==> config.mk <==
export PLATFORM = sky130hd
export DESIGN_NAME = asr_host_ctrl
export DESIGN_NICKNAME = d
export VERILOG_FILES = /design/src/hdl/asr_pkg.sv /design/src/hdl/asr_delay_cnt.sv /design/src/hdl/asr_host_ctrl.sv
export SDC_FILE = /design/constraint.sdc
export NUM_CORES = 1
export LEC_CHECK = 0
export BUFFER_PORTS_ARGS = -buffer_cell sky130_fd_sc_hd__buf_2
export CORE_ASPECT_RATIO = 0.75
export CORE_MARGIN = 4
export CORE_UTILIZATION = 53
export CTS_BUF_LIST = sky130_fd_sc_hd__clkbuf_4 sky130_fd_sc_hd__clkbuf_8
export CTS_CLUSTER_DIAMETER = 120
export DETAILED_ROUTE_END_ITERATION = 6
export PLACE_DENSITY = 0.82
export SYNTH_ARGS = -nofsm -noshare
export SYNTH_HDL_FRONTEND = slang
export SYNTH_SLANG_ARGS = --single-unit
export TNS_END_PERCENT = 50
==> constraint.sdc <==
create_clock -name i_ref_clk -period 2.84 [get_ports i_ref_clk]
set_input_delay 0.568 -clock i_ref_clk [delete_from_list [all_inputs] [get_ports i_ref_clk]]
set_output_delay 0.568 -clock i_ref_clk [all_outputs]
set_load 0.05 [all_outputs]
==> src/hdl/asr_pkg.sv <==
// Notes on behaviour
// - While selected, strobe high means read and strobe low means write.
// - The controller holds the strobe high for the whole read cycle.
// - The controller keeps the strobe high whenever the address changes.
// - Write pulse, select and strobe both low, lasts at least the grade's minimum.
package asr_pkg;

   localparam int ADDR_W = 10;
   localparam int DATA_W = 4;
   localparam int CNT_W = 4;

   // Reference clock, 40 MHz
   localparam int REF_CLK_MHZ = 40;
   localparam int REF_CLK_PS = 1000000 / REF_CLK_MHZ;

   // Slowest speed grade, so any part fitted in the socket works
   localparam int ACCESS_TIME_NS = 200;
   localparam int SELECT_TO_VALID_TIME_NS = 70;
   localparam int SELECT_TO_FLOAT_TIME_NS = 50;
   localparam int STROBE_TO_FLOAT_TIME_NS = 50;
   localparam int WRITE_PULSE_NS = 120;
   localparam int DATA_SETUP_NS = 120;

   // Least times round up to whole cycles, never below one
   function automatic int asr_min_cyc(input int t_ns);
      int c;
      c = (t_ns * 1000 + REF_CLK_PS - 1) / REF_CLK_PS;
      return (c < 1) ? 1 : c;
   endfunction

   function automatic int asr_max2(input int a, input int b);
      return (a > b) ? a : b;
   endfunction

   localparam int READ_WAIT_INT = asr_max2(asr_min_cyc(ACCESS_TIME_NS),
                                           asr_min_cyc(SELECT_TO_VALID_TIME_NS));
   localparam int PULSE_INT = asr_max2(asr_min_cyc(WRITE_PULSE_NS),
                                       asr_min_cyc(DATA_SETUP_NS));
   localparam int FLOAT_INT = asr_max2(asr_min_cyc(SELECT_TO_FLOAT_TIME_NS),
                                       asr_min_cyc(STROBE_TO_FLOAT_TIME_NS));

   localparam logic [CNT_W-1:0] READ_WAIT_CYC = CNT_W'(READ_WAIT_INT);
   localparam logic [CNT_W-1:0] WRITE_PULSE_CYC = CNT_W'(PULSE_INT);
   localparam logic [CNT_W-1:0] FLOAT_CYC = CNT_W'(FLOAT_INT);
   localparam logic [CNT_W-1:0] ONE_CYC = 4'h1;

   // Idle pin levels
   localparam logic SEL_N_IDLE = 1'b1;
   localparam logic STROBE_N_IDLE = 1'b1;
   localparam logic [ADDR_W-1:0] ADDR_RST = 10'h000;
   localparam logic [DATA_W-1:0] DATA_RST = 4'h0;

   typedef enum logic [2:0] {
      ASR_IDLE,
      ASR_RD_ACCESS,
      ASR_RD_RELEASE,
      ASR_WR_ADDR,
      ASR_WR_PULSE,
      ASR_WR_END,
      ASR_WR_RECOVER
   } asr_state_t;

endpackage
==> src/hdl/asr_delay_cnt.sv <==
`timescale 1ns/1ps
module asr_delay_cnt
   import asr_pkg::*;
#(
   parameter int W = CNT_W
) (
   input wire logic i_ref_clk,  // Reference clock
   input wire logic i_rst_n,  // Asynchronous reset, active low
   input wire logic i_load,  // Start a new interval
   input wire logic [W-1:0] i_cycles,  // Interval length in cycles, at least one
   output logic o_expired  // Last cycle of the interval
);

   logic [W-1:0] cnt_reg;
   logic [W-1:0] cnt_next;

   always_comb begin
      cnt_next = cnt_reg;
      if (i_load) begin
         cnt_next = i_cycles - W'(1);
      end else if (cnt_reg != '0) begin
         cnt_next = cnt_reg - W'(1);
      end
   end

   always_ff @(posedge i_ref_clk or negedge i_rst_n) begin
      if (!i_rst_n) begin
         cnt_reg <= '0;
      end else begin
         cnt_reg <= cnt_next;
      end
   end

   assign o_expired = (cnt_reg == '0);

endmodule

==> src/hdl/asr_host_ctrl.sv <==
`timescale 1ns/1ps
module asr_host_ctrl
   import asr_pkg::*;
(
   input wire logic i_ref_clk,  // Reference clock, 40 MHz
   input wire logic i_rst_n,  // Asynchronous reset, active low
   // User side
   input wire logic i_req,  // Request, taken while o_ready is high
   input wire logic i_wr,  // 1 write, 0 read
   input wire logic [ADDR_W-1:0] i_addr,  // Word address
   input wire logic [DATA_W-1:0] i_wdata,  // Write data
   output logic o_ready,  // Controller idle, may take a request
   output logic o_rd_valid,  // One-cycle pulse, o_rdata is new
   output logic [DATA_W-1:0] o_rdata,  // Last word read
   output logic o_wr_done,  // One-cycle pulse, word stored
   // Memory pins
   output logic [ADDR_W-1:0] o_mem_addr,  // Word address lines
   output logic o_mem_sel_n,  // Device select, active low
   output logic o_mem_strobe_n,  // Write strobe, active low
   output logic [DATA_W-1:0] o_mem_dq_out,  // Data lines, driven value
   output logic o_mem_dq_oe,  // Data lines, high while we drive
   input wire logic [DATA_W-1:0] i_mem_dq_in  // Data lines, sensed value
);

   asr_state_t state_reg;
   asr_state_t state_next;
   logic [DATA_W-1:0] wdata_reg;
   logic req_take;
   logic tmr_load;
   logic [CNT_W-1:0] tmr_cycles;
   logic tmr_expired;

   // A request is taken only while idle; o_ready mirrors that exactly
   assign req_take = (state_reg == ASR_IDLE) && i_req;

   asr_delay_cnt #(
      .W(CNT_W)
   ) u_delay (
      .i_ref_clk(i_ref_clk),
      .i_rst_n(i_rst_n),
      .i_load(tmr_load),
      .i_cycles(tmr_cycles),
      .o_expired(tmr_expired)
   );

   // Sequencer
   always_comb begin
      state_next = state_reg;
      unique case (state_reg)
         ASR_IDLE: begin
            if (req_take) begin
               state_next = i_wr ? ASR_WR_ADDR : ASR_RD_ACCESS;
            end
         end
         ASR_RD_ACCESS: begin
            if (tmr_expired) begin
               state_next = ASR_RD_RELEASE;
            end
         end
         ASR_RD_RELEASE: begin
            if (tmr_expired) begin
               state_next = ASR_IDLE;
            end
         end
         ASR_WR_ADDR: begin
            if (tmr_expired) begin
               state_next = ASR_WR_PULSE;
            end
         end
         ASR_WR_PULSE: begin
            if (tmr_expired) begin
               state_next = ASR_WR_END;
            end
         end
         ASR_WR_END: begin
            if (tmr_expired) begin
               state_next = ASR_WR_RECOVER;
            end
         end
         ASR_WR_RECOVER: begin
            if (tmr_expired) begin
               state_next = ASR_IDLE;
            end
         end
      endcase
   end

   // Each state's dwell is loaded on the edge that enters it
   always_comb begin
      tmr_load = (state_next != state_reg);
      tmr_cycles = ONE_CYC;
      unique case (state_next)
         ASR_RD_ACCESS: tmr_cycles = READ_WAIT_CYC;
         ASR_RD_RELEASE: tmr_cycles = FLOAT_CYC;
         ASR_WR_PULSE: tmr_cycles = WRITE_PULSE_CYC;
         ASR_WR_RECOVER: tmr_cycles = FLOAT_CYC;
         default: tmr_cycles = ONE_CYC;
      endcase
   end

   always_ff @(posedge i_ref_clk or negedge i_rst_n) begin
      if (!i_rst_n) begin
         state_reg <= ASR_IDLE;
      end else begin
         state_reg <= state_next;
      end
   end

   logic sel_n_next;
   logic strobe_n_next;
   logic dq_oe_next;
   logic dq_load;
   logic rd_sample;
   logic wr_finish;
   logic ready_next;

   // Pin levels for the state being entered, so each pin is a flop output
   always_comb begin
      sel_n_next = SEL_N_IDLE;
      strobe_n_next = STROBE_N_IDLE;
      dq_oe_next = 1'b0;
      unique case (state_next)
         ASR_IDLE, ASR_RD_RELEASE, ASR_WR_ADDR, ASR_WR_RECOVER: begin
            dq_oe_next = 1'b0;
         end
         ASR_RD_ACCESS: begin
            sel_n_next = 1'b0;
         end
         ASR_WR_PULSE: begin
            sel_n_next = 1'b0;
            strobe_n_next = 1'b0;
            dq_oe_next = 1'b1;
         end
         ASR_WR_END: begin
            // Hold cycle keeps the word on the lines past the closing edge
            dq_oe_next = 1'b1;
         end
      endcase
   end

   assign dq_load = (state_next == ASR_WR_PULSE);
   assign rd_sample = (state_reg == ASR_RD_ACCESS) && tmr_expired;
   assign wr_finish = (state_reg == ASR_WR_PULSE) && tmr_expired;
   assign ready_next = (state_next == ASR_IDLE);

   // Only the write word needs keeping; the address goes straight to its pins
   always_ff @(posedge i_ref_clk or negedge i_rst_n) begin
      if (!i_rst_n) begin
         wdata_reg <= DATA_RST;
      end else if (req_take) begin
         wdata_reg <= i_wdata;
      end
   end

   // Address pins change only on a request, and then the strobe is high
   always_ff @(posedge i_ref_clk or negedge i_rst_n) begin
      if (!i_rst_n) begin
         o_mem_addr <= ADDR_RST;
      end else if (req_take) begin
         o_mem_addr <= i_addr;
      end
   end

   // Select is low for the read access and the write pulse only
   always_ff @(posedge i_ref_clk or negedge i_rst_n) begin
      if (!i_rst_n) begin
         o_mem_sel_n <= SEL_N_IDLE;
      end else begin
         o_mem_sel_n <= sel_n_next;
      end
   end

   // Strobe falls with select and rises with it, so the pulse is one interval
   always_ff @(posedge i_ref_clk or negedge i_rst_n) begin
      if (!i_rst_n) begin
         o_mem_strobe_n <= STROBE_N_IDLE;
      end else begin
         o_mem_strobe_n <= strobe_n_next;
      end
   end

   // We drive the data lines from pulse start through one hold cycle after
   // it. Before driving, the memory has been deselected for the float time
   // of any earlier read, so the lines never fight.
   always_ff @(posedge i_ref_clk or negedge i_rst_n) begin
      if (!i_rst_n) begin
         o_mem_dq_oe <= 1'b0;
         o_mem_dq_out <= DATA_RST;
      end else begin
         o_mem_dq_oe <= dq_oe_next;
         if (dq_load) begin
            o_mem_dq_out <= wdata_reg;
         end
      end
   end

   // Read data is sampled on the edge that ends the access wait
   always_ff @(posedge i_ref_clk or negedge i_rst_n) begin
      if (!i_rst_n) begin
         o_rdata <= DATA_RST;
         o_rd_valid <= 1'b0;
      end else begin
         o_rd_valid <= 1'b0;
         if (rd_sample) begin
            o_rdata <= i_mem_dq_in;
            o_rd_valid <= 1'b1;
         end
      end
   end

   // Write done marks the end of the pulse, when the word is stored
   always_ff @(posedge i_ref_clk or negedge i_rst_n) begin
      if (!i_rst_n) begin
         o_wr_done <= 1'b0;
      end else begin
         o_wr_done <= wr_finish;
      end
   end

   // Ready follows the sequencer; the float wait keeps the next access off
   // a bus the memory may still be driving
   always_ff @(posedge i_ref_clk or negedge i_rst_n) begin
      if (!i_rst_n) begin
         o_ready <= 1'b1;
      end else begin
         o_ready <= ready_next;
      end
   end

endmodule

# Yosys cells after proc, flatten, opt, wreduce, memory -nomap -nowiden
# Cells that the tools add are included.
dict set report totals {
  elab_cells 53
  regBits 35
}
dict set report classes {
  eq_ne 12
  muxes 15
  add_sub_neg 2
  reduce_logical 12
}
# cell n
set op_table {}
lappend op_table {{$eq 3x3->1 const B} 6}
lappend op_table {{$mux 3} 6}
lappend op_table {{$pmux 3 s6} 1}
lappend op_table {{$pmux 4 s3} 1}
lappend op_table {{$eq 3x2->1 const B} 3}
lappend op_table {{$mux 4} 2}
lappend op_table {{$reduce_or 2->1} 4}
lappend op_table {{$sub 4x1->4 const B} 2}
lappend op_table {{$eq 3x1->1 const B} 2}
lappend op_table {{$logic_not 3->1} 2}
lappend op_table {{$logic_not 4->1} 1}
lappend op_table {{$mux 1} 4}
lappend op_table {{$reduce_bool 4->1} 1}
lappend op_table {{$logic_and 1x1->1} 3}
lappend op_table {{$ne 3x3->1} 1}
lappend op_table {{$mux 2} 1}
lappend op_table {{$reduce_bool 2->1} 1}

# Depth between registers and ports, before layout
dict set report logic_depth {
  word_depth 9
  depth_mapped 9
  ltp_nobuf 8
}

# Cells and area by module
# Synthesis repeated with hierarchy kept, for this count alone.
dict set report hier_totals {
  hier_cells 145
  area_unflattened_um2 1750.4
}
# mod area_per_inst_um2 cells_per_inst seq_area_each_um2 n_inst
set modules_own_cells {}
lappend modules_own_cells {asr_host_ctrl 1507.7 124 779.5 1}
lappend modules_own_cells {asr_delay_cnt 242.7 21 100.1 1}

# Least setup slack after synthesis
# OpenSTA, ideal clock, no wires.
dict set report synth_timing {
  kind {register to register}
  from {reg u_delay.cnt_reg[1]}
  to {reg u_delay.cnt_reg[2]}
  stages_incl_launch_ff 10
  required_ns 2.771
  setup_time_ns 0.069
  arrival_time_ns 2.277
  slack_ns 0.495
  cell_sequence {dfrtp_1 > or4_2 > buf_2 > o21ai_4 > nand2_4 > mux2i_1 > ha_1 > nand2b_1 > a22o_1 > nand3_1}
}
dict set report synth_via {
  elab_chain_len 8
}
# element line_no
set synth_rtl {}
lappend synth_rtl {{start, declared} asr_delay_cnt.sv:14} ;# logic [W-1:0] cnt_reg;
lappend synth_rtl {{start signal, assigned} asr_delay_cnt.sv:30} ;# cnt_reg <= cnt_next;
lappend synth_rtl {{$logic_not 4->1} asr_delay_cnt.sv:34} ;# assign o_expired = (cnt_reg == '0);
lappend synth_rtl {{$mux 3, on equally long branches} --}
lappend synth_rtl {{$pmux 3 s6} asr_host_ctrl.sv:49} ;# unique case (state_reg)
lappend synth_rtl {{$eq 3x3->1 / $eq 3x2->1 (equally long branches)} asr_host_ctrl.sv:92} ;# unique case (state_next)
lappend synth_rtl {{$reduce_or 2->1 (no source line)} --}
lappend synth_rtl {{$pmux 4 s3} asr_host_ctrl.sv:92}
lappend synth_rtl {{$sub 4x1->4} asr_delay_cnt.sv:20} ;# cnt_next = i_cycles - W'(1);
lappend synth_rtl {{$mux 4} asr_delay_cnt.sv:19} ;# if (i_load) begin
# Several ways; a longest one is shown, not always the timed one. The select of a mux whose other input is x is not followed.
# A chain may end at the register's enable or synchronous reset.

# Final worst setup path
# Ends and elaborated chain as after synthesis.

==> impl_metrics.ini <==
[logic_synthesis]
async_reset_ff_share_pct = 100
synthFlopType = dfrtp_1
synth_edf_count = 0
synth_area_mm2 = 0.00156
synth_nets = 150
netlist_top_cells_count = dfrtp_1 (32), mux2_2 (15), nand2_1 (13), nor2_1 (10), a21oi_1 (6)
synth_cell_type_count = 41
ys_seq_elements = 35
synth.area.top_cells = dfrtp_1 (51%), mux2_2 (11%), dfstp_2 (5.0%)
synth_top_area_share_pct = 51.2
syn_area_per_cell_um2 = 12.3
synth_area_leader_cell = dfrtp_1
yosysSeqAreaShare_pct = 56.2
synth.most_common_cell = dfrtp_1
synth_cells = 127
ys_warn_count = 0

[global_routing]
grt_start_max_net_pins = 36
antenna_found_initial = 0
grt_pass1_vias = 1106
busiest_layer = met2
gr-total-overflow = 0
grtUsageMet2_pct = 28.6
grtUsageTotal_pct = 17.1
met3_usage_pct = 5.96
met1_usage_pct = 20.3
grt_pass1_wl_mm = 5.03

[finish]
multiInputGateArea_um2 = 641
synthToLayoutAreaGrowth_pct = 22.5
drive_above_1_share_pct = 49.2
n_fill_cell = 193
seq_area_um2 = 880
largest_reg_flops = 10
top_register = o_mem_addr
n_antenna_cell = 0
nets = 200

[place]
place_congestion = 0.846
portBuffers = 45
post-place-ws_ns = 0.343
dp_hpwl_mm = 2.21

[die]
fp-row-count = 16
pin_count = 46
initial_core_util_pct = 57.4
die-area_mm2 = 0.00389
die_w_um = 70.7
die_h_um = 55.0
core_mm2 = 0.00272

[setup_path]
critical_path.top_delay_family = simple AND/OR/NAND/NOR gates
crit_chain = or4_2 -> o21ai_4 -> nand2_4 -> mux2i_1 -> ha_1 -> nand2b_1 -> a22o_1 -> nand3_1
timing.rr.end = u_delay.cnt_reg[2]
max_stage_delay_ns = 0.80
crit_fanout = 7
rr_worst_depth = 8
critPathBufInv = 0
cp.required_ns = 3.05
ff2ff_setup_slack_ns = 0.28
critPathArrivalTime_ns = 2.77
start_kind = flop
crit_type = flop to flop
crit_slowest_cell = or4_2
cp-end-kind = flop
r2r_start = u_delay.cnt_reg[1]

[cts]
cts_hold_buf = 0
h-tree-depth = 2
ctsResizeCount = 0
clkSinkCount = 35
cts_buffer_depth = 2
post-cts-setup-buffers = 0
clk_pin_slew_ns = 0.06
cts_tree = built
root_buffer = clkbuf_8
cts_buffers = 5
clock_latency_ns = 0.28

[timing]
setup_viol = 0
rsz0062_at_grt = no
final.setup.worst_slack_ns = 0.282
tns_ns = 0
fin_crit_ns = 2.56
max_clock_freq_mhz = 391
skew_ns = 0.00333
worstMarginPinSlew_ns = 0.737
period_share_pct = 90.1
slew_violations = 0
hold_violations = 0
relSlewSlack_pct = 50.9

[drt]
drc_errors = 0
viasPerCell = 5.50
first_pass_iters = 4
avgRoutedWirePerCell_um = 14.5
num_vias = 1172
drtIter0Drc = 36
final_antenna_net_count = 0
finalWirelength_mm = 3.10

[status]
status = finished clean

[hold_path]
hold_class = input pin to asynchronous set/reset pin

[job]
cap_violations = 0
through the flow:
| step | hold WS, ns | cells | util, % | area (um2) |
|---|---|---|---|---|
| 2_1_floorplan | 0.272 | 127 | - | 1560 |
| 3_3_place_gp | 0.447 | 206 | 67.3 | 1830 |
| 3_5_place_dp | 0.452 | 206 | 67.3 | 1830 |
| 4_1_cts | 0.373 | 213 | 70.4 | 1920 |
| 5_1_grt | 0.420 | 213 | 70.4 | 1920 |
| 6_report | 0.354 | 213 | 70.4 | 1920 |
cell usage in the layout (no fill, tap or decap), types with 2 or more instances in the layout:
| cell type | netlist | layout |
|---|---|---|
| dfrtp_1 | 32 | 32 |
| inv_1 | 3 | 3 |
| or3_1 | 2 | 2 |
| buf_2 | 2 | 45 |
| nor2_1 | 10 | 10 |
| buf_4 | 0 | 4 |
| a21boi_0 | 2 | 2 |
| mux2_2 | 15 | 15 |
| nand2_1 | 13 | 13 |
| nand2b_1 | 2 | 2 |
| a211oi_1 | 2 | 2 |
| dfstp_2 | 3 | 3 |
| mux2i_1 | 2 | 2 |
| a21oi_1 | 6 | 6 |
| clkbuf_8 | 0 | 5 |
| clkbuf_4 | 0 | 2 |
| nand3b_1 | 2 | 2 |
| mux2_4 | 4 | 4 |
metal layers:
metal  vias up  share of wire (%)
met4         0                1.0
met5         -                  0
li1        548                  -
met3         4                7.7
met1       575                 42
met2        45                 49
logic make-up after synthesis:
family / count (synthesis) / share of synthesized area, %
AO/OA/AOI/OAI: 19 / 8.96
adder cells (fa/ha/maj): 1 / 0.800
buffers and inverters: 9 / 2.80
flip-flops: 35 / 56.2
multiplexers: 21 / 15.9
AND/OR/NAND/NOR: 42 / 15.3
layout make-up:
class	instances	share of cell area (%)
repair buffers	49	13.3
flip-flops and latches	35	45.9
inverters	3	0.588
clock buffers	7	4.38
multi-input cells	83	33.4
well taps	36	2.35
worst reg2reg max path, stage by stage (launching register included):
cell and delay (ns):
dfrtp_1 0.44, or4_2 0.80, o21ai_4 0.32, nand2_4 0.10, mux2i_1 0.16, ha_1 0.27, nand2b_1 0.15, a22o_1 0.20
nand3_1 0.07
how the worst max path moves through the flow:
stage	from	end	slack, ns	depth (start not counted)
after floorplan	u_delay.cnt_reg[1]	u_delay.cnt_reg[2]	0.49	9
after global placement	u_delay.cnt_reg[1]	u_delay.cnt_reg[2]	0.46	8
after detailed placement	u_delay.cnt_reg[1]	u_delay.cnt_reg[2]	0.34	8
after CTS	u_delay.cnt_reg[1]	u_delay.cnt_reg[2]	0.31	8
after global routing	u_delay.cnt_reg[1]	u_delay.cnt_reg[2]	0.20	8
final	u_delay.cnt_reg[1]	u_delay.cnt_reg[2]	0.28	8
Power is not shown: default switching activity piles up to over one toggle a cycle in this logic, so the estimate is an artifact.
